<file path="src/mvoc_pkg.sv">
// Constants and types shared by the measured value output conditioner.
package mvoc_pkg;
  localparam int unsigned DECIM_MAX = 3000000;
  localparam int unsigned DECIM_W = 22;
  localparam int unsigned HOLD_MAX = 1024;
  localparam int unsigned HOLD_W = 11;
  localparam int unsigned FPP_MAX = 350;
  localparam int unsigned FPP_W = 9;
  localparam logic [8:0] FPP_AUTO_COUNT = 9'h0_040;
  localparam int unsigned SIG_CNT = 8;
  localparam int unsigned VAL_W = 32;
  // Limit values are micrometre integers; 2147.0 mm is 2147000 um.
  localparam logic signed [31:0] LIMIT_MAX_UM = 32'sh0020_C2B8;
  localparam int unsigned PORT_MIN = 1024;
  localparam logic [15:0] PORT_RESET = 16'h0400;
  localparam int unsigned LOCK_MIN_MAX = 60;
  localparam longint unsigned CLK_HZ = 100000000;
  localparam longint unsigned MINUTE_S = 60;
  localparam longint unsigned MINUTE_CYCLES = CLK_HZ * MINUTE_S;
  typedef enum logic [1:0] {HOLD_NONE, HOLD_INFINITE, HOLD_COUNT} hold_mode_e;
  typedef enum logic [1:0] {
    SRC_INTENSITY, SRC_RANGE, SRC_EITHER, SRC_LIMIT
  } err_source_e;
  typedef enum logic [1:0] {DIR_LOWER, DIR_UPPER, DIR_BOTH} limit_dir_e;
  typedef enum logic [1:0] {
    DRIVE_HIGH_SIDE, DRIVE_LOW_SIDE, DRIVE_PUSH_PULL, DRIVE_INV_PUSH_PULL
  } drive_style_e;
  typedef enum logic {SCALE_STANDARD, SCALE_TWO_POINT} scale_style_e;
  typedef enum logic [1:0] {LOCK_NONE, LOCK_ACTIVE, LOCK_AUTO} lock_mode_e;
  typedef enum logic [1:0] {
    XPORT_NONE, XPORT_SERVER_TCP, XPORT_CLIENT_TCP, XPORT_CLIENT_UDP
  } transport_e;
  localparam int unsigned TGT_SERIAL = 0;
  localparam int unsigned TGT_ANALOG = 1;
  localparam int unsigned TGT_NETWORK = 2;
endpackage

</file>
<file path="src/skid_buffer.sv">
// Two-entry valid/ready buffer that loses no word when the sink stalls.
`timescale 1ns/1ps
`default_nettype none
module skid_buffer #(
  parameter int unsigned WIDTH = 32
) (
  input wire logic core_clk,
  input wire logic rst,
  input wire logic clk_en,
  input wire logic in_valid,
  output logic in_ready,
  input wire logic [WIDTH-1:0] in_data,
  output logic out_valid,
  input wire logic out_ready,
  output logic [WIDTH-1:0] out_data
);
  logic [WIDTH-1:0] mem_q [2];
  logic [WIDTH-1:0] mem_d [2];
  logic rd_q, rd_d, wr_q, wr_d;
  logic [1:0] cnt_q, cnt_d;
  logic push, pop;

  always_comb
  begin
    in_ready = (cnt_q != 2'h2);
    out_valid = (cnt_q != 2'h0);
    out_data = mem_q[rd_q];
    push = in_valid && in_ready && clk_en;
    pop = out_valid && out_ready && clk_en;
    mem_d = mem_q;
    if (push)
    begin
      mem_d[wr_q] = in_data;
    end
    wr_d = push ? ~wr_q : wr_q;
    rd_d = pop ? ~rd_q : rd_q;
    cnt_d = cnt_q + {1'b0, push} - {1'b0, pop};
  end

  always_ff @(posedge core_clk or posedge rst)
  begin
    if (rst)
    begin
      mem_q[0] <= '0;
      mem_q[1] <= '0;
      rd_q <= 1'b0;
      wr_q <= 1'b0;
      cnt_q <= 2'h0;
    end
    else
    begin
      mem_q <= mem_d;
      rd_q <= rd_d;
      wr_q <= wr_d;
      cnt_q <= cnt_d;
    end
  end
endmodule // skid_buffer
`default_nettype wire

</file>
<file path="src/measured_value_output_conditioner.sv">
// Output conditioning of measured values: hold, decimation, packing, switch output.
`timescale 1ns/1ps
`default_nettype none
module measured_value_output_conditioner
  import mvoc_pkg::*;
#(
  parameter int unsigned NSIG = SIG_CNT,
  parameter longint unsigned LOCK_UNIT_CYCLES = MINUTE_CYCLES
) (
  input wire logic core_clk,
  input wire logic rst,
  input wire logic clk_en,
  input wire logic meas_valid,
  input wire logic [NSIG*VAL_W-1:0] meas_values,
  input wire logic meas_intensity_err,
  input wire logic meas_range_err,
  input wire logic [VAL_W-1:0] error_value,
  input wire logic [$clog2(NSIG)-1:0] limit_source_signal,
  input wire logic thickness_mode,
  input wire logic [DECIM_W-1:0] output_decimation_count,
  input wire logic [2:0] decimation_targets,
  input wire hold_mode_e error_hold_mode,
  input wire logic [HOLD_W-1:0] error_hold_count,
  input wire logic [FPP_W-1:0] frames_per_packet,
  input wire logic [NSIG-1:0] network_signal_selection,
  input wire logic [NSIG-1:0] serial_signal_selection,
  input wire err_source_e error_output_source,
  input wire limit_dir_e limit_direction,
  input wire logic signed [31:0] limit_lower,
  input wire logic signed [31:0] limit_upper,
  input wire logic signed [31:0] switch_hysteresis,
  input wire logic signed [31:0] measuring_span,
  input wire drive_style_e switch_drive_style,
  input wire scale_style_e analog_scaling_style,
  input wire logic signed [31:0] scale_bound_1,
  input wire logic signed [31:0] scale_bound_2,
  input wire lock_mode_e button_lock,
  input wire logic [5:0] lock_minutes,
  input wire transport_e value_transport,
  input wire logic [15:0] transport_port,
  input wire logic tcp_liveness_probe,
  input wire logic conn_open,
  output logic net_valid,
  input wire logic net_ready,
  output logic [VAL_W-1:0] net_data,
  output logic net_last,
  output logic ser_valid,
  input wire logic ser_ready,
  output logic [VAL_W-1:0] ser_data,
  output logic analog_valid,
  output logic signed [31:0] analog_value,
  output logic signed [31:0] analog_lo,
  output logic signed [31:0] analog_span,
  output logic switch_out,
  output logic switch_oe,
  output logic switch_state,
  output logic config_reject,
  output logic button_locked,
  output logic [15:0] active_port,
  output transport_e active_transport,
  output logic conn_probe_on
);
  initial
  begin
    if (NSIG < 1 || NSIG > 32 || LOCK_UNIT_CYCLES < 1)
    begin
      $error("Unsupported parameter values.");
    end
  end

  // Settings are checked against their legal ranges; illegal ones are dropped, except lock_minutes, which the lock timer uses as given,
  // and error_hold_count, which is taken even when illegal while error_hold_mode is not HOLD_COUNT.
  logic dec_ok, hold_ok, fpp_ok, lim_ok, hys_ok, scale_ok, port_ok, lock_ok;
  always_comb
  begin
    dec_ok = output_decimation_count >= 1 && output_decimation_count <= DECIM_W'(DECIM_MAX);
    hold_ok = error_hold_count >= 1 && error_hold_count <= HOLD_W'(HOLD_MAX);
    fpp_ok = frames_per_packet <= FPP_W'(FPP_MAX);
    lim_ok = limit_lower >= -LIMIT_MAX_UM && limit_lower <= LIMIT_MAX_UM
      && limit_upper >= -LIMIT_MAX_UM && limit_upper <= LIMIT_MAX_UM;
    hys_ok = switch_hysteresis >= 0 && switch_hysteresis <= (measuring_span <<< 1);
    scale_ok = scale_bound_1 != scale_bound_2 && scale_bound_1 >= -LIMIT_MAX_UM
      && scale_bound_1 <= LIMIT_MAX_UM && scale_bound_2 >= -LIMIT_MAX_UM
      && scale_bound_2 <= LIMIT_MAX_UM;
    port_ok = transport_port >= 16'(PORT_MIN);
    lock_ok = lock_minutes >= 6'h1 && lock_minutes <= 6'(LOCK_MIN_MAX);
    config_reject = !(dec_ok && hold_ok && fpp_ok && lim_ok && hys_ok && scale_ok
      && port_ok && lock_ok);
  end

  // Effective settings register only while legal; error_hold_count also while error_hold_mode is not HOLD_COUNT.
  logic [DECIM_W-1:0] dec_n_q, dec_n_d;
  logic [HOLD_W-1:0] hold_n_q, hold_n_d;
  hold_mode_e hmode_q, hmode_d;
  logic signed [31:0] lo_q, lo_d, hi_q, hi_d, hys_q, hys_d, sb1_q, sb1_d, sb2_q, sb2_d;
  logic [FPP_W-1:0] fpp_q, fpp_d;
  logic [15:0] port_q, port_d;
  // Decimation, hold and packing state.
  logic [DECIM_W-1:0] dec_cnt_q, dec_cnt_d;
  logic [HOLD_W-1:0] hold_cnt_q, hold_cnt_d;
  logic [NSIG*VAL_W-1:0] last_q, last_d, frame_q, frame_d;
  logic [NSIG-1:0] net_sel_q, net_sel_d, ser_sel_q, ser_sel_d;
  logic [$clog2(NSIG+1)-1:0] idx_q, idx_d;
  logic busy_q, busy_d, dec_keep_q, dec_keep_d;
  logic [FPP_W-1:0] pkt_cnt_q, pkt_cnt_d;
  logic [FPP_W-1:0] pkt_lim;
  logic net_in_valid, net_in_ready, ser_in_valid, ser_in_ready, net_in_last;
  logic [VAL_W-1:0] word;
  logic [NSIG*VAL_W-1:0] cond_vals;
  logic err_cycle, accept, cfg_change_dec, cfg_change_hold, step;
  logic dec_hit;

  always_comb
  begin
    hmode_d = hmode_q;
    hold_n_d = hold_n_q;
    dec_n_d = dec_n_q;
    lo_d = lo_q;
    hi_d = hi_q;
    hys_d = hys_q;
    sb1_d = sb1_q;
    sb2_d = sb2_q;
    fpp_d = fpp_q;
    port_d = port_q;
    if (dec_ok) dec_n_d = output_decimation_count;
    if (error_hold_mode != HOLD_COUNT || hold_ok)
    begin
      hmode_d = error_hold_mode;
      hold_n_d = error_hold_count;
    end
    if (lim_ok)
    begin
      lo_d = limit_lower;
      hi_d = limit_upper;
    end
    if (hys_ok) hys_d = switch_hysteresis;
    if (scale_ok)
    begin
      sb1_d = scale_bound_1;
      sb2_d = scale_bound_2;
    end
    if (fpp_ok) fpp_d = frames_per_packet;
    if (port_ok) port_d = transport_port;
    cfg_change_dec = dec_n_d != dec_n_q;
    cfg_change_hold = hmode_d != hmode_q || hold_n_d != hold_n_q;
    accept = meas_valid && !busy_q;
    err_cycle = meas_intensity_err || meas_range_err;
    // Hold logic decides what an errored cycle carries.
    last_d = last_q;
    hold_cnt_d = hold_cnt_q;
    cond_vals = meas_values;
    if (accept)
    begin
      if (!err_cycle)
      begin
        last_d = meas_values;
        hold_cnt_d = '0;
      end
      else
      begin
        cond_vals = {NSIG{error_value}};
        if (hmode_q == HOLD_INFINITE)
        begin
          cond_vals = last_q;
        end
        else if (hmode_q == HOLD_COUNT && hold_cnt_q < hold_n_q)
        begin
          cond_vals = last_q;
          hold_cnt_d = hold_cnt_q + HOLD_W'(1);
        end
      end
    end
    if (cfg_change_hold) hold_cnt_d = '0;
    // Decimation keeps the first of each group of n.
    dec_hit = dec_cnt_q == '0;
    dec_cnt_d = dec_cnt_q;
    if (accept)
    begin
      dec_cnt_d = (dec_cnt_q + DECIM_W'(1) >= dec_n_q) ? '0 : dec_cnt_q + DECIM_W'(1);
    end
    if (cfg_change_dec) dec_cnt_d = '0;
    // Serialiser walks the selected signals in order.
    frame_d = frame_q;
    net_sel_d = net_sel_q;
    ser_sel_d = ser_sel_q;
    idx_d = idx_q;
    busy_d = busy_q;
    dec_keep_d = dec_keep_q;
    if (accept)
    begin
      frame_d = cond_vals;
      net_sel_d = (!decimation_targets[TGT_NETWORK] || dec_hit) ? network_signal_selection : '0;
      ser_sel_d = (!decimation_targets[TGT_SERIAL] || dec_hit) ? serial_signal_selection : '0;
      dec_keep_d = !decimation_targets[TGT_ANALOG] || dec_hit;
      idx_d = '0;
      busy_d = 1'b1;
    end
    word = frame_q[idx_q[$clog2(NSIG)-1:0]*VAL_W +: VAL_W];
    net_in_valid = busy_q && net_sel_q[idx_q[$clog2(NSIG)-1:0]];
    ser_in_valid = busy_q && ser_sel_q[idx_q[$clog2(NSIG)-1:0]];
    step = busy_q && (!net_in_valid || net_in_ready) && (!ser_in_valid || ser_in_ready);
    net_in_last = 1'b0;
    pkt_lim = (fpp_q == '0) ? FPP_AUTO_COUNT : fpp_q;
    pkt_cnt_d = pkt_cnt_q;
    if (step)
    begin
      net_sel_d[idx_q[$clog2(NSIG)-1:0]] = 1'b0;
      ser_sel_d[idx_q[$clog2(NSIG)-1:0]] = 1'b0;
      if (net_in_valid && (net_sel_q >> idx_q) == 1)
      begin
        net_in_last = pkt_cnt_q + FPP_W'(1) >= pkt_lim;
        pkt_cnt_d = net_in_last ? '0 : pkt_cnt_q + FPP_W'(1);
      end
      if (idx_q == ($clog2(NSIG+1))'(NSIG - 1)) busy_d = 1'b0;
      else idx_d = idx_q + 1'b1;
    end
  end

  logic [VAL_W:0] net_out_word;
  skid_buffer #(.WIDTH(VAL_W + 1)) net_buf (
    .core_clk(core_clk),
    .rst(rst),
    .clk_en(clk_en),
    .in_valid(net_in_valid && step),
    .in_ready(net_in_ready),
    .in_data({net_in_last, word}),
    .out_valid(net_valid),
    .out_ready(net_ready),
    .out_data(net_out_word)
  );
  assign net_data = net_out_word[VAL_W-1:0];
  assign net_last = net_out_word[VAL_W];

  skid_buffer #(.WIDTH(VAL_W)) ser_buf (
    .core_clk(core_clk),
    .rst(rst),
    .clk_en(clk_en),
    .in_valid(ser_in_valid && step),
    .in_ready(ser_in_ready),
    .in_data(word),
    .out_valid(ser_valid),
    .out_ready(ser_ready),
    .out_data(ser_data)
  );

  // Switch output with hysteresis; limit and scaling use micrometre integers.
  logic sw_q, sw_d, an_v_q, an_v_d;
  logic signed [31:0] lsig, an_q, an_d, alo_q, alo_d, asp_q, asp_d;
  logic below, above, back_lo, back_hi;
  always_comb
  begin
    lsig = $signed(cond_vals[limit_source_signal*VAL_W +: VAL_W]);
    below = lsig < lo_q;
    above = lsig > hi_q;
    back_lo = lsig >= lo_q + hys_q;
    back_hi = lsig <= hi_q - hys_q;
    sw_d = sw_q;
    if (accept)
    begin
      case (error_output_source)
        SRC_INTENSITY: sw_d = meas_intensity_err;
        SRC_RANGE: sw_d = meas_range_err;
        SRC_EITHER: sw_d = err_cycle;
        SRC_LIMIT:
        begin
          if (!sw_q)
          begin
            sw_d = (limit_direction != DIR_UPPER && below)
              || (limit_direction != DIR_LOWER && above);
          end
          else
          begin
            sw_d = !((limit_direction == DIR_UPPER || back_lo)
              && (limit_direction == DIR_LOWER || back_hi));
          end
        end
        default: sw_d = 1'b0;
      endcase
    end
    an_d = an_q;
    an_v_d = 1'b0;
    if (analog_scaling_style == SCALE_TWO_POINT)
    begin
      alo_d = sb1_q;
      asp_d = sb2_q - sb1_q;
    end
    else if (thickness_mode)
    begin
      alo_d = '0;
      asp_d = measuring_span <<< 1;
    end
    else
    begin
      alo_d = -(measuring_span >>> 1);
      asp_d = measuring_span;
    end
    if (accept && dec_keep_d)
    begin
      an_d = lsig - alo_d;
      an_v_d = 1'b1;
    end
    case (switch_drive_style)
      DRIVE_HIGH_SIDE:
      begin
        switch_out = 1'b1;
        switch_oe = sw_q;
      end
      DRIVE_LOW_SIDE:
      begin
        switch_out = 1'b0;
        switch_oe = sw_q;
      end
      DRIVE_PUSH_PULL:
      begin
        switch_out = sw_q;
        switch_oe = 1'b1;
      end
      default:
      begin
        switch_out = !sw_q;
        switch_oe = 1'b1;
      end
    endcase
  end

  // Button lock timer and transport options.
  logic [$clog2(LOCK_UNIT_CYCLES*LOCK_MIN_MAX+1)-1:0] lock_cnt_q, lock_cnt_d;
  logic locked_q, locked_d, probe_q, probe_d;
  always_comb
  begin
    lock_cnt_d = lock_cnt_q;
    locked_d = locked_q;
    case (button_lock)
      LOCK_NONE: locked_d = 1'b0;
      LOCK_ACTIVE: locked_d = 1'b1;
      LOCK_AUTO:
      begin
        if (lock_cnt_q >= $bits(lock_cnt_q)'(LOCK_UNIT_CYCLES * lock_minutes)) locked_d = 1'b1;
        else lock_cnt_d = lock_cnt_q + 1'b1;
      end
      default: locked_d = 1'b0;
    endcase
    probe_d = conn_open ? probe_q : tcp_liveness_probe;
  end

  always_ff @(posedge core_clk or posedge rst)
  begin
    if (rst)
    begin
      dec_n_q <= DECIM_W'(1);
      hold_n_q <= HOLD_W'(1);
      hmode_q <= HOLD_NONE;
      lo_q <= '0;
      hi_q <= '0;
      hys_q <= '0;
      sb1_q <= '0;
      sb2_q <= '0;
      fpp_q <= '0;
      port_q <= PORT_RESET;
      dec_cnt_q <= '0;
      hold_cnt_q <= '0;
      last_q <= '0;
      frame_q <= '0;
      net_sel_q <= '0;
      ser_sel_q <= '0;
      idx_q <= '0;
      busy_q <= 1'b0;
      dec_keep_q <= 1'b0;
      pkt_cnt_q <= '0;
      sw_q <= 1'b0;
      an_q <= '0;
      an_v_q <= 1'b0;
      alo_q <= '0;
      asp_q <= '0;
      lock_cnt_q <= '0;
      locked_q <= 1'b0;
      probe_q <= 1'b0;
    end
    else if (clk_en)
    begin
      dec_n_q <= dec_n_d;
      hold_n_q <= hold_n_d;
      hmode_q <= hmode_d;
      lo_q <= lo_d;
      hi_q <= hi_d;
      hys_q <= hys_d;
      sb1_q <= sb1_d;
      sb2_q <= sb2_d;
      fpp_q <= fpp_d;
      port_q <= port_d;
      dec_cnt_q <= dec_cnt_d;
      hold_cnt_q <= hold_cnt_d;
      last_q <= last_d;
      frame_q <= frame_d;
      net_sel_q <= net_sel_d;
      ser_sel_q <= ser_sel_d;
      idx_q <= idx_d;
      busy_q <= busy_d;
      dec_keep_q <= dec_keep_d;
      pkt_cnt_q <= pkt_cnt_d;
      sw_q <= sw_d;
      an_q <= an_d;
      an_v_q <= an_v_d;
      alo_q <= alo_d;
      asp_q <= asp_d;
      lock_cnt_q <= lock_cnt_d;
      locked_q <= locked_d;
      probe_q <= probe_d;
    end
  end

  assign analog_valid = an_v_q;
  assign analog_value = an_q;
  assign analog_lo = alo_q;
  assign analog_span = asp_q;
  assign switch_state = sw_q;
  assign button_locked = locked_q;
  assign active_port = port_q;
  assign active_transport = value_transport;
  assign conn_probe_on = probe_q;
endmodule // measured_value_output_conditioner
`default_nettype wire

</file>
<file path="config.mk">
export PLATFORM = sky130hd
export DESIGN_NAME = measured_value_output_conditioner
export DESIGN_NICKNAME = d
export VERILOG_FILES = /design/src/mvoc_pkg.sv /design/src/skid_buffer.sv /design/src/measured_value_output_conditioner.sv
export SDC_FILE = /design/constraint.sdc
export NUM_CORES = 2
export LEC_CHECK = 0
export ABC_AREA = 1
export BUFFER_PORTS_ARGS = -buffer_cell sky130_fd_sc_hd__buf_4
export CAP_MARGIN = 20
export CORE_ASPECT_RATIO = 1.25
export CORE_MARGIN = 4
export CORE_UTILIZATION = 45
export DETAILED_ROUTE_END_ITERATION = 12
export PLACE_DENSITY = 0.72
export SLEW_MARGIN = 20
export SYNTH_ARGS = -nofsm -noshare
export SYNTH_HDL_FRONTEND = slang
export SYNTH_HIERARCHICAL = 1
export SYNTH_SLANG_ARGS = --single-unit
</file>
<file path="constraint.sdc">
create_clock -name core_clk -period 29.9 [get_ports core_clk]
set_input_delay 2.99 -clock core_clk [delete_from_list [all_inputs] [get_ports core_clk]]
set_output_delay 2.99 -clock core_clk [all_outputs]
set_load 0.005 [all_outputs]
</file>
### Word-level counts from Yosys, hierarchy flattened

Index checks and enable logic that the tools add are counted.
W data, S select, Z words.

* output and inout bits: 188
* word-level logic and storage cells: 275
* input port bits: 590
* register bits: 1073

* reductions and logical operators: 87
* shifts and indexed selects: 3
* multiplexer cells: 61
* add/sub/neg operators: 14
* multipliers: 1
* $lt $le $gt $ge: 34
* bitwise logic cells: 14
* eq/ne operators: 23

Operator list (count)
* $mux W256: 4
* $shiftx A256 B9 Y32: 2
* $mux W32: 8
* $mux W33: 4
* $ge A32 B23 Y1 const B: 4
* $le A32 B23 Y1 const B: 4
* $sub A32 B32 Y32: 3
* $mux W22: 4
* $bwmux W66: 1
* $mux W11: 6
* $bwmux W64: 1
* $le A32 B32 Y1: 2
* $mux W8: 6
* $logic_and A1 B1 Y1: 42
* $add A39 B1 Y39 const B: 1
* $ge A39 B39 Y1: 1
* $demux W33 S1: 1
* $add A32 B32 Y32: 1
* $demux W32 S1: 1
* $eq A32 B1 Y1 const B: 1
* $ge A32 B1 Y1 const B: 1
* $ge A32 B32 Y1: 1
* $gt A32 B32 Y1: 1
* $lt A32 B32 Y1: 1
* 58 further kinds: 136

### Logic depth before layout (Yosys ltp)

* depth in word-level cells: 13
* depth in mapped cells: 43
* depth with buffers taken out: 43

### Cells and area by module

Netlist, hierarchy kept.

Modules (own cells, without submodules)
* measured_value_output_conditioner: sequential area each 23376.2 um^2, cells each 7765, instances 1, area an instance 59672.2 um^2
* skid_buffer at net_buf: sequential area each 1751.7 um^2, cells each 429, instances 1, area an instance 3418.3 um^2
* skid_buffer at ser_buf: sequential area each 1701.6 um^2, cells each 418, instances 1, area an instance 3311.9 um^2

### Worst setup path after synthesis

Ideal clock, no wire load.

* kind: input to register
* from: in lock_minutes[3]
* to: reg lock_cnt_q[37]
* library setup time: 0.123 ns
* required time: 29.777 ns
* setup slack: 20.956 ns
* stages on the path: 37
* arrival: 8.822 ns
* cell sequence: fa_1 inv_1 fa_1 fa_1 inv_1 ha_1 nand2_1 o21ai_1 nand3_1 nand2_1 a21oi_1 o21ai_1 nand2_1 a21oi_1 nand4_1 nor2_1 nor2_1 o21ai_1 a31oi_1 o21ai_1 a21oi_1 o21ai_1 xor2_1 ha_1 nand4_1 nor2_1 nand4_1 nor2_1 nor4_1 nand3_1 clkinv_1 nand2_1 nor2_1 nand2_1 nor2_1 nand3_1 xnor2_1

* cells in the longest elaborated chain, start to end: 4

RTL lines
* from (decl): RTL line measured_value_output_conditioner.sv:38 `input wire logic [5:0] lock_minutes,`
* $mul A23 B6 Y29: RTL line measured_value_output_conditioner.sv:338 `if (lock_cnt_q >= $bits(lock_cnt_q)'(LOCK_UNIT_CYCLES * lock_minutes)) locked_d = 1'b1;`
* $ge A39 B39 Y1: RTL line measured_value_output_conditioner.sv:338
* $not A1 Y1 (no line)
* $reduce_and A3 Y1 (no line)
* to (signal assigned): RTL line measured_value_output_conditioner.sv:406 `lock_cnt_q <= lock_cnt_d;`
* to (decl): RTL line measured_value_output_conditioner.sv:327 `logic [$clog2(LOCK_UNIT_CYCLES*LOCK_MIN_MAX+1)-1:0] lock_cnt_q, lock_cnt_d;`

Every way passes these cells.
A chain may end at the register's enable or synchronous reset.

### Worst setup path after layout

* from: in lock_minutes[3]
* to: reg lock_cnt_q[14]

Same word-level chain as after synthesis.

==> results.txt <==
Status - finished, final reports clean
Port Buffers - 773
Slew Viols, Final - 0
Largest net degree at the start of global routing - 253
Top post-synthesis cells by count - nand2_1, dfrtp_1, o21ai_0
Largest family of logic cells by synthesized area - simple AND/OR/NAND/NOR gates
Yosys reg bits - 1072
Biggest area consumer among synthesized cells - dfrtp_1
DR top layer - met5
Routed WL per cell - 24.4 um
CTS tree - yes
Synth warn - 6
Core area - 147000 um2
Syn Std Cell Area - 66400 um2
Mux cell area share after synthesis - 0.0125
Tightest Pin Transition - 1.08 ns
Clk slew on worst S/H paths - 0.06 ns
Area grow syn2layout - 17.4%
Global-route usage over all layers - 0.349
Skew final - 0.0383 ns
Die Footprint - 154000 um2
Final #Nets - 10200
Setup TNS - 0 ns
Placed Area - 73700 um2
Initial antenna violation count - 76
Post-Place Cells - 11000
Row cnt - 157
Die Y - 437 um
CP required - 30.53 ns
Crit share post-route - 0.326
Fill count - 14000
R2R setup slack - 22.61 ns
I/O pins - 778
Max VDD drop - 0.0000604 V
Worst skew pair latency - 0.77 ns
Net Count, Synth - 9643
Hold-fix buffer count after cts - 0
1st-iter DRT viols - 6744
Post-DRT Antenna Nets - 0
Worst relative slew slack - 0.277
Clock root cell - clkbuf_16
Layout cells sized above 1 - 0.136
Critical path arrival - 10.37 ns
Place WS - 19.47 ns
Top-count cell post-synth - nand2_1
Pre-Repair DR Iteration Count - 6
Final number of setup-violating endpoints - 0
PwrDens - 83.7 nW/um2
Global-route wire length before repair - 402000 um
Remaining Overflow, GRT - 0
Final cell count without fillers - 11200
Post-CTS Setup Bufs - 0
CTS max path bufs - 3
Distinct cells, synth - 74
Compound-Gate Fraction of Synth Area - 0.173
Vias per cell - 5.79
Seq/Total Area, Yosys - 0.404
Residual DRC count - 0
Post-CTS Resized - 0
Crit-path max cell delay - 0.59 ns
EDFF count, synth - 0
XOR/XNOR share of the synthesized area - 0.0293
Vias post-DR - 65100
Final wirelength - 275000 um
Crit-path most repeated cell - nand2_1
Metal1 wirelength - 99100 um
Fin worst setup slack - 20.16 ns
Die Width - 352 um
CP Capture Type - register
TritonCTS Buffers - 112
Fin. Hold Viols - 0
Main synth FF type - dfrtp_1
MaxCap Viol Count - 0
Hold Path Class - register to register
Syn_area_per_cell - 7.71 um2
DP HPWL - 209000 um
Tmin final - 9.74 ns
Kind of critical path - primary input to register
Initial Util - 0.453
RSZ-0062 raised after global routing - no
Synth async-reset ratio - 1.00
Met2 routed WL - 125000 um
Adder-cell area share of the yosys netlist - 0.0857
Cell count after synthesis - 8612
Total power - 6520 uW
Simple-gate share of the synthesized area - 0.214
Clock sink total - 1072
Setup crit start kind - primary input
Critical path fanouts, max - 16
Max Clock Freq - 0.103 GHz
Slowest CP cell - fa_1
Synth top area share - 0.403
Area contributors post-synth - dfrtp_1, nand2_1, ha_1, o21ai_0, inv_1
Final Cell Area - 77900 um2
H-tree level count - 3
Vias in the first global route - 63000
Gp weighted congestion - 1.04
WL met3 - 28900 um
Leak Pwr - 0.0393 uW
## layout by cell type, fill, tap and decap left out, types with 16 or more instances in the layout
cell type  netlist  final
ha_1           418    418
xnor2_1         93     93
diode_2          0     55
dfrtp_1       1069   1069
clkinv_2         0     23
bufinv_16        0     17
xor2_1         129    129
a21oi_1        518    518
o21ai_0        988    974
nor3_1          89     86
clkbuf_8         2     23
a221oi_1        63     63
a31oi_1         34     34
nand2_1       2275   2271
nor2_1         452    443
inv_2           13     16
nand4_1        211    211
o211ai_1        18     18
a22oi_1         55     55
nand3_1        251    251
mux2_2          74     74
o21ai_2         20     20
clkbuf_1       290     16
o21ai_1         50     64
a211oi_1        23     23
a32o_1          16     16
a32oi_1         18     18
inv_1          950    942
o2111ai_1       19     19
fa_1            23     23
nor4_1          59     59
nand3_2         16     16
buf_4           21    861
o22ai_1         86     86
clkbuf_16        0    114
## sequential cells by signal, indices dropped and copies added, names as in the netlist, 39 cells and up
signal,flops
net_buf/mem_q,66
frame_q,256
ser_buf/mem_q,64
last_q,256
lock_cnt_q,39
## worst paths after layout
| path | startpoint | end | cells after the start |
|---|---|---|---|
| setup / recovery | lock_minutes[3] | lock_cnt_q[14]$_DFFE_PP0P_ | 40 |
| hold / removal | net_buf/mem_q[65]$_DFFE_PP0P_ | net_buf/mem_q[65]$_DFFE_PP0P_ | 2 |
| setup reg to reg | busy_q$_DFFE_PP0P_ | analog_value[28]$_DFFE_PP0P_ | 34 |
| hold reg to reg | net_buf/mem_q[65]$_DFFE_PP0P_ | net_buf/mem_q[65]$_DFFE_PP0P_ | 2 |
| max in group asynchronous | rst | active_port[5]$_DFFE_PP0P_ | 5 |
| min in group asynchronous | rst | frame_q[11]$_DFFE_PP0P_ | 2 |
## worst max-delay path, delay by kind of cell
kind | cells | cell delay [ns]
AO/OA/AOI/OAI | 5 | 0.95
adder cells (fa/ha/maj) | 5 | 2.20
XOR/XNOR | 2 | 0.31
AND/OR/NAND/NOR | 24 | 3.23
buffers and inverters | 4 | 0.65
## logic make-up after synthesis
| family | Yosys count |
|---|---|
| AOI/OAI and AO/OA | 2026 |
| xor gates and xnor gates | 222 |
| adders and majority gates | 441 |
| buffers and inverters | 1373 |
| DFF | 1072 |
| muxes | 74 |
| and+or+nand+nor | 3404 |
## power breakdown
group / leakage, uW / internal, uW / switching (uW)
Clock: 0.00199 / 906 / 652
Sequential: 0.0134 / 1950 / 297
Combinational: 0.0239 / 959 / 1760
## cell type report
cell class	count	area (um2)	area share
well taps	1908	2390	0.0306
diodes	55	138	0.00177
clock buffers	153	3230	0.0414
multi-input cells	6167	34200	0.439
repair buffers	870	6630	0.0851
clock inverters	55	832	0.0107
inverters	968	3660	0.0469
flip-flops and latches	1072	26800	0.344
## layer usage
metal | global-route usage | up-vias
met5 | 0 | -
met4 | 0.229 | 36
met3 | 0.102 | 712
met2 | 0.557 | 3234
met1 | 0.407 | 31100
li1 | - | 30000
## per-stage QoR
stage / util / hold WS, ns
6_report: 0.532 / 0.469
5_1_grt: 0.531 / 0.479
4_1_cts: 0.530 / 0.473
3_5_place_dp: 0.503 / 0.458
3_3_place_gp: 0.503 / 0.453
2_1_floorplan: - / 0.442
No activity file was read; power rests on OpenSTA's default activity.
